<file path="src/pkg/pwr_consts.svh">
`ifndef PWR_CONSTS_SVH
`define PWR_CONSTS_SVH
// Register byte offsets
`define OFF_STATE     8'h00
`define OFF_CMD       8'h04
`define OFF_CFG       8'h08
`define OFF_IRQ_STAT  8'h0c
`define OFF_IRQ_MASK  8'h10
`define OFF_LINK      8'h14
// Command codes (written to OFF_CMD)
`define CMD_NONE      3'h0
`define CMD_SLEEP_S1  3'h1
`define CMD_SLEEP_S4  3'h2
`define CMD_SOFT_OFF  3'h3
// Config fields
`define CFG_S5_LAN_EN 0
`define CFG_S5_PME_EN 1
`define CFG_RESET     2'h0
// Status / mask bit positions
`define IRQ_WAKE      0
`define IRQ_SHORT     1
`define IRQ_LONG      2
`define IRQ_STATE     3
`define IRQ_W         4
// Timing
`define CLK_HZ        125000000
`define HOLD_MS       4000
`define HOLD_CYC      ((`CLK_HZ / 1000) * `HOLD_MS)
`define DEB_US        10
`define DEB_CYC       ((`CLK_HZ / 1000000) * `DEB_US)
`define BLINK_MS      50
`define BLINK_CYC     ((`CLK_HZ / 1000) * `BLINK_MS)
`define BOOT_CYC      16
`endif

</file>
<file path="src/pkg/pwr_pkg.sv">
package pwr_pkg;
   typedef enum logic [2:0]
   {
      ST_S0 = 3'b000,
      ST_S1 = 3'b001,
      ST_S4 = 3'b010,
      ST_S5 = 3'b011,
      ST_BOOT = 3'b100
   } pstate_t;
   typedef struct packed
   {
      logic lan;
      logic pme;
      logic ring;
      logic kbd;
      logic usb;
      logic rtc;
   } wake_t;
endpackage

</file>
<file path="src/design/power_state_ctrl.sv">
// Added by the designer: the Wishbone interface to the registers and the address map.
`timescale 1ns/10ps
`default_nettype none
`include "pwr_consts.svh"
// Behaviour
// (RULE_01) From soft-off, a press under four seconds powers the system on.
// (RULE_02) From working, a press under four seconds puts the system to sleep.
// (RULE_03) A hold of four seconds or more, working or sleeping, forces soft-off.
// (RULE_04) From sleep, a press under four seconds wakes to working.
// (RULE_05) Software commands transitions; hardware only reacts to switch and wakes.
// (RULE_06) A software soft-off request drops main power and enters soft-off.
// (RULE_07) S4 keeps context on disk; leaving S5 runs a full cold boot.
// (RULE_08) Wake logic stays powered in S4 and S5, unpowered only mechanically off.
// (RULE_09) Network and PME wake from S1, S4, S5; S5 only when enabled.
// (RULE_10) Modem ring wakes only from S1.
// (RULE_11) Switch and RTC alarm wake from S1, S4 and S5.
// (RULE_12) Keyboard, mouse and USB wake only from S1.
// (RULE_13) Green LED off without link, on with link, blinking with traffic.
// (RULE_14) Yellow LED off at 10 Mbit/s, on at 100 Mbit/s.
// (RULE_15) Fans on in S0 and S1, off in S4, S5 and off.
// (RULE_16) Hold time counted after debounce; exactly the threshold counts long.
// (RULE_17) Wakes ignored while working; a wake latches until power-up begins.
module power_state_ctrl
#(
   parameter int HOLD_CYC = `HOLD_CYC,
   parameter int BLINK_CYC = `BLINK_CYC
)
(
   // Clock and reset, always-on standby domain
   input wire logic clk_i,
   input wire logic rst_i,
   // Wishbone slave
   input wire logic cyc_i,
   input wire logic stb_i,
   input wire logic we_i,
   input wire logic [7:0] adr_i,
   input wire logic [3:0] sel_i,
   input wire logic [31:0] dat_i,
   output logic [31:0] dat_o,
   output logic ack_o,
   // Front panel switch and wake sources, asynchronous pins
   input wire logic pwr_sw_i,
   input wire pwr_pkg::wake_t wake_i,
   // Network port status, asynchronous pins
   input wire logic link_up_i,
   input wire logic link_act_i,
   input wire logic link_100_i,
   // Power rails, fans, indicators
   output logic main_pwr_o,
   output logic cpu_pwr_o,
   output logic fan_en_o,
   output logic cold_boot_o,
   output logic led_green_o,
   output logic led_yellow_o,
   output logic irq_o
);

   // Two-stage synchronisers for every asynchronous pin (switch, wake and network status)
   localparam int NSYNC = 10;
   logic [NSYNC-1:0] sync_a;
   logic [NSYNC-1:0] sync_b;
   wire [NSYNC-1:0] pins = {pwr_sw_i, wake_i, link_up_i, link_act_i,
                            link_100_i};
   always_ff @(posedge clk_i)
   begin
      if (rst_i)
      begin
         sync_a <= '0;
         sync_b <= '0;
      end
      else
      begin
         sync_a <= pins;
         sync_b <= sync_a;
      end
   end

   wire sw_s = sync_b[9];
   pwr_pkg::wake_t wk;
   assign wk = sync_b[8:3];
   wire up_s = sync_b[2];
   wire act_s = sync_b[1];
   wire fast_s = sync_b[0];

   logic press_short;
   logic press_long;
   switch_timer #(.HOLD_CYC(HOLD_CYC)) u_sw
   (
      .clk_i(clk_i),
      .rst_i(rst_i),
      .sw_i(sw_s),
      .short_o(press_short),
      .long_o(press_long)
   );

   // Registers
   pwr_pkg::pstate_t state;
   pwr_pkg::pstate_t next_state;
   logic [1:0] cfg;
   logic [`IRQ_W-1:0] irq_stat;
   logic [`IRQ_W-1:0] irq_mask;
   logic wake_pend;
   logic from_s5;
   logic [4:0] boot_cnt;

   // Bus decode
   // Ack low is part of a take, so a held strobe is not taken twice
   wire req = cyc_i && stb_i && !ack_o;
   wire wr = req && we_i && sel_i[0];
   wire hit_state = adr_i == `OFF_STATE;
   wire hit_cmd = adr_i == `OFF_CMD;
   wire hit_cfg = adr_i == `OFF_CFG;
   wire hit_stat = adr_i == `OFF_IRQ_STAT;
   wire hit_mask = adr_i == `OFF_IRQ_MASK;
   wire hit_link = adr_i == `OFF_LINK;
   wire [2:0] cmd = (wr && hit_cmd) ? dat_i[2:0] : `CMD_NONE;

   function automatic logic is_sleep(input pwr_pkg::pstate_t s);
      is_sleep = (s == pwr_pkg::ST_S1) || (s == pwr_pkg::ST_S4) ||
                 (s == pwr_pkg::ST_S5);
   endfunction

   // Wake qualification by state
   wire in_s1 = state == pwr_pkg::ST_S1;
   wire in_s4 = state == pwr_pkg::ST_S4;
   wire in_s5 = state == pwr_pkg::ST_S5;
   // Boot runs on main power but is not asleep, so wakes are not latched
   wire in_boot = state == pwr_pkg::ST_BOOT;
   wire deep = in_s4 || in_s5;
   wire lan_ok = wk.lan && (in_s1 || in_s4 ||
                 (in_s5 && cfg[`CFG_S5_LAN_EN])); // see (RULE_09)
   wire pme_ok = wk.pme && (in_s1 || in_s4 ||
                 (in_s5 && cfg[`CFG_S5_PME_EN])); // see (RULE_09)
   wire ring_ok = wk.ring && in_s1; // see (RULE_10)
   wire rtc_ok = wk.rtc && (in_s1 || deep); // see (RULE_11)
   wire hid_ok = (wk.kbd || wk.usb) && in_s1; // see (RULE_12)
   // Sleeping states keep wake logic alive, so LAN, PME and RTC are live in S4 and S5 (LAN and PME in S5 only when enabled)
   wire wake_hit = lan_ok || pme_ok || ring_ok || rtc_ok || hid_ok; // see (RULE_08)
   wire sw_wake = press_short && is_sleep(state); // see (RULE_11)

   // State transitions; long press has top priority
   always_comb
   begin
      next_state = state;
      case (state)
         pwr_pkg::ST_S0:
         begin
            if (press_long)
               next_state = pwr_pkg::ST_S5; // see (RULE_03)
            else if (press_short)
               next_state = pwr_pkg::ST_S1; // see (RULE_02)
            else if (cmd == `CMD_SOFT_OFF)
               next_state = pwr_pkg::ST_S5; // see (RULE_06)
            else if (cmd == `CMD_SLEEP_S1)
               next_state = pwr_pkg::ST_S1; // see (RULE_05)
            else if (cmd == `CMD_SLEEP_S4)
               next_state = pwr_pkg::ST_S4; // see (RULE_05)
         end
         pwr_pkg::ST_S1, pwr_pkg::ST_S4:
         begin
            if (press_long)
               next_state = pwr_pkg::ST_S5; // see (RULE_03)
            else if (wake_pend)
               next_state = in_s4 ? pwr_pkg::ST_BOOT : pwr_pkg::ST_S0; // see (RULE_04)
            else if (cmd == `CMD_SOFT_OFF)
               next_state = pwr_pkg::ST_S5; // see (RULE_06)
         end
         pwr_pkg::ST_S5:
         begin
            if (wake_pend)
               next_state = pwr_pkg::ST_BOOT; // see (RULE_01)
         end
         pwr_pkg::ST_BOOT:
         begin
            if (press_long)
               next_state = pwr_pkg::ST_S5;
            else if (boot_cnt == 5'(`BOOT_CYC - 1))
               next_state = pwr_pkg::ST_S0;
         end
         default: next_state = pwr_pkg::ST_S5;
      endcase
   end

   // Power-up begins when a sleeping state leaves for boot or working
   wire power_up = (next_state == pwr_pkg::ST_BOOT ||
                    next_state == pwr_pkg::ST_S0) && is_sleep(state);
   // A fail-safe off must not be undone by a wake that was still pending
   wire to_off = next_state == pwr_pkg::ST_S5 && state != pwr_pkg::ST_S5;

   always_ff @(posedge clk_i)
   begin
      if (rst_i)
      begin
         state <= pwr_pkg::ST_S5;
         wake_pend <= 1'b0;
         from_s5 <= 1'b0;
         boot_cnt <= 5'h00;
      end
      else
      begin
         state <= next_state;
         // Latched until power-up starts or an entry to soft-off; never set while working
         if (power_up || to_off)
            wake_pend <= 1'b0; // see (RULE_17)
         else if (is_sleep(state) && (wake_hit || sw_wake))
            wake_pend <= 1'b1; // see (RULE_17)
         if (state == pwr_pkg::ST_S5 && next_state == pwr_pkg::ST_BOOT)
            from_s5 <= 1'b1; // see (RULE_07)
         else if (next_state == pwr_pkg::ST_S0)
            from_s5 <= 1'b0;
         boot_cnt <= in_boot ? boot_cnt + 5'h01 : 5'h00;
      end
   end

   // Rails: CPU unpowered in S4 and S5, main rail off outside S0, S1, boot
   wire run = state == pwr_pkg::ST_S0 || state == pwr_pkg::ST_S1;
   wire powered = run || in_boot;
   always_ff @(posedge clk_i)
   begin
      if (rst_i)
      begin
         main_pwr_o <= 1'b0;
         cpu_pwr_o <= 1'b0;
         fan_en_o <= 1'b0;
         cold_boot_o <= 1'b0;
      end
      else
      begin
         main_pwr_o <= powered; // see (RULE_06)
         cpu_pwr_o <= powered; // see (RULE_07)
         fan_en_o <= run; // see (RULE_15)
         cold_boot_o <= in_boot && from_s5; // see (RULE_07)
      end
   end

   // Indicators; blink rate trades visibility against a wide counter
   logic [31:0] blink_cnt;
   logic blink;
   always_ff @(posedge clk_i)
   begin
      if (rst_i)
      begin
         blink_cnt <= 32'h0000_0000;
         blink <= 1'b0;
         led_green_o <= 1'b0;
         led_yellow_o <= 1'b0;
      end
      else
      begin
         if (blink_cnt == 32'(BLINK_CYC - 1))
         begin
            blink_cnt <= 32'h0000_0000;
            blink <= !blink;
         end
         else
            blink_cnt <= blink_cnt + 32'h0000_0001;
         led_green_o <= up_s && (!act_s || blink); // see (RULE_13)
         led_yellow_o <= fast_s; // see (RULE_14)
      end
   end

   // Interrupts: set wins over write-one-to-clear
   wire [`IRQ_W-1:0] ev;
   assign ev[`IRQ_WAKE] = power_up;
   assign ev[`IRQ_SHORT] = press_short;
   assign ev[`IRQ_LONG] = press_long;
   assign ev[`IRQ_STATE] = next_state != state;
   // Write one to clear; an event in the same cycle keeps its bit
   wire [`IRQ_W-1:0] clr = (wr && hit_stat) ? dat_i[`IRQ_W-1:0] : '0;
   assign irq_o = |(irq_stat & irq_mask);

   wire [31:0] rd_data = hit_state ? {29'h0, state} :
                         hit_cfg ? {30'h0, cfg} :
                         hit_stat ? {28'h0, irq_stat} :
                         hit_mask ? {28'h0, irq_mask} :
                         hit_link ?
                            {29'h0, fast_s, act_s, up_s} : 32'h0;

   always_ff @(posedge clk_i)
   begin
      if (rst_i)
      begin
         cfg <= `CFG_RESET;
         irq_stat <= '0;
         irq_mask <= '0;
         ack_o <= 1'b0;
         dat_o <= 32'h0;
      end
      else
      begin
         irq_stat <= (irq_stat & ~clr) | ev;
         if (wr && hit_cfg)
            cfg <= dat_i[1:0];
         if (wr && hit_mask)
            irq_mask <= dat_i[`IRQ_W-1:0];
         // Registered ack costs one wait state but keeps bus timing flat
         ack_o <= req;
         if (req && !we_i)
            dat_o <= rd_data;
      end
   end
endmodule
`default_nettype wire

</file>
<file path="src/design/switch_timer.sv">
`timescale 1ns/10ps
`default_nettype none
`include "pwr_consts.svh"
// Debounces the switch and classifies each press by its hold time
module switch_timer
#(
   parameter int HOLD_CYC = `HOLD_CYC
)
(
   // Clock and reset
   input wire logic clk_i,
   input wire logic rst_i,
   // Synchronised switch level
   input wire logic sw_i,
   // Press classification pulses
   output logic short_o,
   output logic long_o
);
   logic deb;
   logic [15:0] deb_cnt;
   logic [31:0] hold;
   logic long_done;
   wire deb_flip = (sw_i != deb) && (deb_cnt == 16'(`DEB_CYC - 1));
   wire at_long = deb && (hold == 32'(HOLD_CYC - 1)) && !long_done;
   wire release_now = deb_flip && deb;
   // Long fires when the threshold is reached, so exactly four seconds is long
   assign long_o = at_long; // see (RULE_16)
   assign short_o = release_now && !long_done && (hold < 32'(HOLD_CYC)); // see (RULE_16)
   always_ff @(posedge clk_i)
   begin
      if (rst_i)
      begin
         deb <= 1'b0;
         deb_cnt <= 16'h0000;
      end
      else if (sw_i == deb)
         deb_cnt <= 16'h0000;
      else if (deb_flip)
      begin
         deb <= sw_i; // see (RULE_16)
         deb_cnt <= 16'h0000;
      end
      else
         deb_cnt <= deb_cnt + 16'h0001;
   end
   always_ff @(posedge clk_i)
   begin
      if (rst_i)
      begin
         hold <= 32'h0000_0000;
         long_done <= 1'b0;
      end
      else if (!deb)
      begin
         hold <= 32'h0000_0000;
         long_done <= 1'b0;
      end
      else
      begin
         if (hold != 32'hffff_ffff)
            hold <= hold + 32'h0000_0001; // see (RULE_16)
         if (at_long)
            long_done <= 1'b1;
      end
   end
endmodule
`default_nettype wire

</file>
<file path="config.mk">
export PLATFORM = sky130hd
export DESIGN_NAME = power_state_ctrl
export DESIGN_NICKNAME = d
export VERILOG_FILES = /design/src/pkg/pwr_pkg.sv /design/src/design/power_state_ctrl.sv /design/src/design/switch_timer.sv
export VERILOG_INCLUDE_DIRS = /design/src /design/src/pkg
export SDC_FILE = /design/constraint.sdc
export NUM_CORES = 1
export LEC_CHECK = 0
export CELL_PAD_IN_SITES_DETAIL_PLACEMENT = 0
export CELL_PAD_IN_SITES_GLOBAL_PLACEMENT = 1
export CORE_AREA = 10 10 117 141
export DETAILED_ROUTE_END_ITERATION = 10
export DIE_AREA = 0 0 127 151
export DONT_BUFFER_PORTS = 1
export PLACE_DENSITY = 0.8
export SLEW_MARGIN = 0
export SYNTH_ARGS = -nofsm -noshare
export SYNTH_HDL_FRONTEND = slang
export SYNTH_SLANG_ARGS = --single-unit
</file>
<file path="constraint.sdc">
create_clock -name clk_i -period 4.2 [get_ports clk_i]
set_input_delay 0.63 -clock clk_i [delete_from_list [all_inputs] [get_ports clk_i]]
set_output_delay 0.63 -clock clk_i [all_outputs]
set_load 0.02 [all_outputs]
</file>
# Yosys cells after proc, flatten, opt, wreduce, memory -nomap -nowiden
# Index checks and enable logic that the tools add are counted.
# totals
reg_bits	161
in_bits	59
# classes
add_sub_neg	4
order_cmp	1
eq_ne	23
mux	22
n_bitwise	7
reduce_logical	63
# op_table
operator	count
$add 32x1->32 const B	2
$mux 3	14
$eq 32x23->1 const B	1
$eq 32x29->1 const B	1
$lt 32x29->1 const B	1
$ne 32x32->1 const B	1
$logic_and 1x1->1	29
$mux 4	5
$logic_or 1x1->1	17
$add 16x1->16 const B	1
$eq 16x11->1 const B	1
$eq 8x4->1 const B	2
$eq 8x5->1 const B	2
$eq 3x2->1 const B	5
$pmux 3 s4	1
$reduce_or 2->1	5
$and 4x4->4	2
$eq 8x3->1 const B	1
$logic_not 8->1	1
$eq 3x1->1 const B	2
$eq 3x3->1 const B	2
$logic_not 3->1	2
$add 5x1->5 const B	1
$eq 5x4->1 const B	1
13 further kinds	20

# Depth between registers and ports, before layout
# depth
ltp_word	18
mapped_depth	9
mapped_depth_nobuf	8

# Hierarchy
# Synthesis repeated with hierarchy kept, for this count alone.
# hier_totals
cells_unflattened	731
area_unflattened_um2	6258.5
# modules_own_cells
mod	instances	cells_each	area_per_inst_um2	seq_area_each_um2
power_state_ctrl	1	437	3767.4	1661.6
switch_timer	1	294	2491.1	1001.0

# Least setup slack after synthesis
# No wires, ideal clock.
# synth_timing
path_kind	input to register
from	in adr_i[4]
to	reg cfg[0]
arrival_ns	2.378
path_slack_ns	1.694
path_stages	6
n_path_buf	0
path_cell_list	or4_1 or4_1 or2_2 nor3_2 mux2i_1 nor2_1
# synth_between
elab_chain_len	2
# synth_rtl
item	line	rtl
start, declared	power_state_ctrl.sv:36	input wire logic [7:0] adr_i,
$eq 8x4->1 (no source line)	--	
$logic_and 1x1->1	power_state_ctrl.sv:292	if (wr && hit_cfg)
end signal, assigned	power_state_ctrl.sv:283	cfg <= `CFG_RESET;
end signal, assigned	power_state_ctrl.sv:293	cfg <= dat_i[1:0];
end, declared	power_state_ctrl.sv:99	logic [1:0] cfg;
# No other way between the ends.
# A chain may end at the register's enable or synchronous reset.

# Worst setup path in the final report
# layout_timing
from	reg u_sw.hold[3]
to	reg from_s5
# layout_between
elab_chain_len	8
word_cells_on_any_way	15
# layout_rtl
item	line	rtl
start, declared	switch_timer.sv:21	logic [31:0] hold;
start signal, assigned	switch_timer.sv:61	hold <= hold + 32'h0000_0001;
$lt 32x29->1 / $eq 32x29->1 (equally long branches)	switch_timer.sv:28, switch_timer.sv:24	
$logic_and 1x1->1 (on tied branches)	switch_timer.sv:28, switch_timer.sv:24	
$mux 3 / $logic_and 1x1->1 (equally long branches)	power_state_ctrl.sv:150, switch_timer.sv:24	
$mux 3 (on tied branches)	power_state_ctrl.sv:148, power_state_ctrl.sv:161, power_state_ctrl.sv:175	
$pmux 3 s4 (*)	power_state_ctrl.sv:145	case (state)
$eq 3x3->1	power_state_ctrl.sv:207	if (state == pwr_pkg::ST_S5 && next_state == pwr_pkg::ST_BOOT)
$logic_and 1x1->1	power_state_ctrl.sv:207	
$mux 1 / $reduce_bool 2->1 (equally long branches)	--	
end signal, assigned	power_state_ctrl.sv:196	from_s5 <= 1'b0;
end signal, assigned	power_state_ctrl.sv:208	from_s5 <= 1'b1;
end signal, assigned	power_state_ctrl.sv:210	from_s5 <= 1'b0;
end, declared	power_state_ctrl.sv:103	logic from_s5;
# Every way passes the cells marked *; elsewhere a longest branch is shown, timed or not.

==> key figures <==
Global route
  • Vias in the first global route: 4,531
  • Largest net degree at the start of global routing: 49
  • First-pass GRT wire length: 21,000 microns
  • Global-route congestion overflow total: 0
  • Initial antenna violation count: 0
  • All-Layer GR Usage: 13.2%

Place
  • Global placement routability congestion: 0.782
  • Buffers on Ports: 0
  • Cells after DPL: 840
  • Pre-CTS WS: 1.53 ns
  • HPWL after DPL: 8720 microns

Power and ir drop
  • Power Density: 475 nW/um^2
  • Sw Pwr: 0.783 mW
  • Peak supply drop: 0.312 mV
  • Gate power share: 7.8%
  • Sw frac: 24.8%
  • Pleak: 2.33 nW
  • Power Internal: 2.38 mW
  • Tot Pwr: 3.16 mW
  • Sequential share of power: 43.7%
  • Clock Power Share: 48.5%

Logic synthesis
  • Yosys top cell area share: 43.9%
  • Area leader, netlist: dfxtp_1
  • Mapped Cells: 696
  • Synth Cell Area: 6070 sq um
  • #FFs+latches synth: 133
  • Yosys warns: 0
  • Sequential-to-total area share from yosys stat: 43.9%
  • Ys async rst share: 0%
  • Synth cell count leaders: dfxtp_1, nor2_1, nand3_1, xor2_1, nand2_1
  • Synth area leaders: dfxtp_1, nor2_1, xor2_1
  • Count leader, synth: dfxtp_1
  • Count of unique library cells instantiated by Yosys: 62
  • EDFF count, synth: 0
  • Post-synth top flop: dfxtp_1
  • Avg Inst Size Synth: 8.72 sq um

Worst hold path
  • Worst min path class: in2reg
  • Hold_sp: rst_i
  • Hold Path Depth: 1
  • Hold endpoint: irq_mask[2]

Finish
  • Area taken by multi-input logic gates: 3120 sq um
  • Layout overhead on the synthesized area: 9.82%
  • FILL cells: 1,294
  • Share of layout cells above drive strength 1: 6.71%
  • Register area: 2660 sq um
  • Inserted Diodes: 0
  • Finished Layout Cells: 871
  • Nets: 753
  • Final core utilization: 48.8%

Die
  • Die width: 127 microns
  • CORE AREA: 13,600 sq um
  • Die Span Y: 151 microns
  • Die area: 19,200 sq um
  • Boundary Pins: 99
  • Core Rows: 47
  • Starting Density: 44.5%

Timing
  • Slew Viols, Final: 0
  • Final min period: 2.64 ns
  • Fmax achieved: 0.379 GHz
  • Final hold viol count: 0
  • Final setup TNS: 0 ns
  • Least-Margin Pin Slew: 1.18 ns
  • Clock skew: 0.00759 ns
  • Setup violations, final: 0
  • Crit share post-route: 62.8%
  • Setup ws final: 1.56 ns
  • RSZ-0062 raised after global routing: false
  • Slew headroom: 20.9%

Setup path
  • R2R Setup Slk: 1.56 ns
  • Worst Reg-to-Reg Cells: 7
  • Worst Setup End Kind: flop
  • FF-to-FF End: from_s5
  • WP data required: 4.56 ns
  • Cell Chain, Critical Path: and4_1, nand4_4, nor4_1, a21oi_1, a21boi_4, or2_2, o221a_1
  • Worst Setup Start Kind: flop
  • Worst R2R Start: u_sw.hold[3]
  • CP Max Fanout: 6
  • Critical path arrival: 3.00 ns
  • CP Class: reg2reg
  • Slowest CP cell: nor4_1
  • Crit-path max cell delay: 0.90 ns

Drt
  • Drt initial violations: 260
  • Pre-antenna DRT Iters: 6
  • Number of remaining DRC errors: 0
  • Detailed-route wire length per cell: 14.1 microns
  • Via count: 4,554
  • Final WL: 12,200 microns
  • Post-route ant nets: 0
  • DR vias/cell: 5.23

CTS
  • Setup bufs post-CTS: 0
  • H-Tree Depth: 4
  • Post-cts gate resize count: 0
  • Root buffer cell: clkbuf_16
  • CTS buffer count: 17
  • Clock-pin transition on the worst setup and hold timing paths: 0.06 ns
  • TritonCTS Sinks: 133
  • CTS tree: built
  • Hold Buf Count CTS: 0
  • Worst skew pair latency: 0.42 ns
  • Clock buffer depth: 2

Job
  • Number of max-cap violations: 0

Status
  • Status: complete, no violations
==> power by group through the flow <==
stage / Sequential, mW / Clock (mW) / Combinational (mW)
floorplan: 1.37 / 0 / 0.265
global placement: 1.41 / 0 / 0.241
detailed placement: 1.41 / 0 / 0.243
CTS: 1.38 / 1.56 / 0.245
global route: 1.39 / 1.62 / 0.275
finish: 1.38 / 1.53 / 0.248
==> worst max path at each step <==
| stage | slack, ns | endpoint | depth (start not counted) | from |
|---|---|---|---|---|
| after floorplan | 1.69 | cfg[0] | 6 | adr_i[4] |
| after global placement | 1.55 | from_s5 | 7 | adr_i[4] |
| after detailed placement | 1.53 | from_s5 | 7 | adr_i[4] |
| after CTS | 1.57 | from_s5 | 7 | u_sw.hold[3] |
| after global routing | 1.37 | from_s5 | 7 | u_sw.deb |
| final | 1.56 | from_s5 | 7 | u_sw.hold[3] |
==> stage by stage <==
stage	hold slack (ns)	area (sq um)
floorplan	0.414	6170
global placement	0.419	6050
detailed placement	0.422	6050
CTS	0.265	6660
global route	0.260	6660
finish	0.277	6660
==> state kept, by name, summed over array words and instances (netlist names) <==
register        flops
blink_cnt          32
u_sw.hold          32
u_sw.deb_cnt       16
sync_a             10
sync_b             10
boot_cnt            5
dat_o               4
irq_mask            4
irq_stat            4
state               3
cfg                 2
ack_o               1
blink               1
cold_boot_o         1
cpu_pwr_o           1
fan_en_o            1
from_s5             1
led_green_o         1
led_yellow_o        1
u_sw.deb            1
u_sw.long_done      1
wake_pend           1
==> metal layers <==
layer	routed length, microns	GRT usage (%)	share of wire [%]
met5	0	0	0
met1	5300	14.4	43
met3	442	4.13	3.6
met4	183	5.59	1.5
met2	6320	23.2	52
==> final cells by class <==
cell class | instances | share of cell area (%)
multi-input cells | 521 | 46.8
flip-flops and latches | 133 | 40.0
clock buffers | 18 | 6.59
well taps | 171 | 3.21
clock inverters | 13 | 2.59
inverters | 15 | 0.845
==> logic make-up (layout without fill, tap and decap cells) <==
| group | after synthesis | in the layout | synth area share (%) |
|---|---|---|---|
| xor gates and xnor gates | 74 | 74 | 10.7 |
| DFF | 133 | 133 | 43.9 |
| and+or+nand+nor | 338 | 338 | 28.8 |
| muxes | 3 | 3 | 0.495 |
| adders and majority gates | 6 | 6 | 1.24 |
| buffers and inverters | 69 | 46 | 6.39 |
| other | 1 | 28 | 0.0618 |
| AOI/OAI and AO/OA | 72 | 72 | 8.43 |
==> worst max-delay path: cells and delay by family, from the launching register on <==
kind	cells	cell delay [ns]
simple gates	4	1.59
flops	1	0.39
compound gates	3	0.60
==> layout by cell type (no fill, tap or decap), drive strengths merged, types with 20 or more instances in the layout <==
cell     n
nor2   119
nor2b   25
dfxtp  133
xnor2   34
conb    28
nand3   45
nand2   39
inv     20
and3    25
xor2    40
No activity file was read; power rests on OpenSTA's default activity.
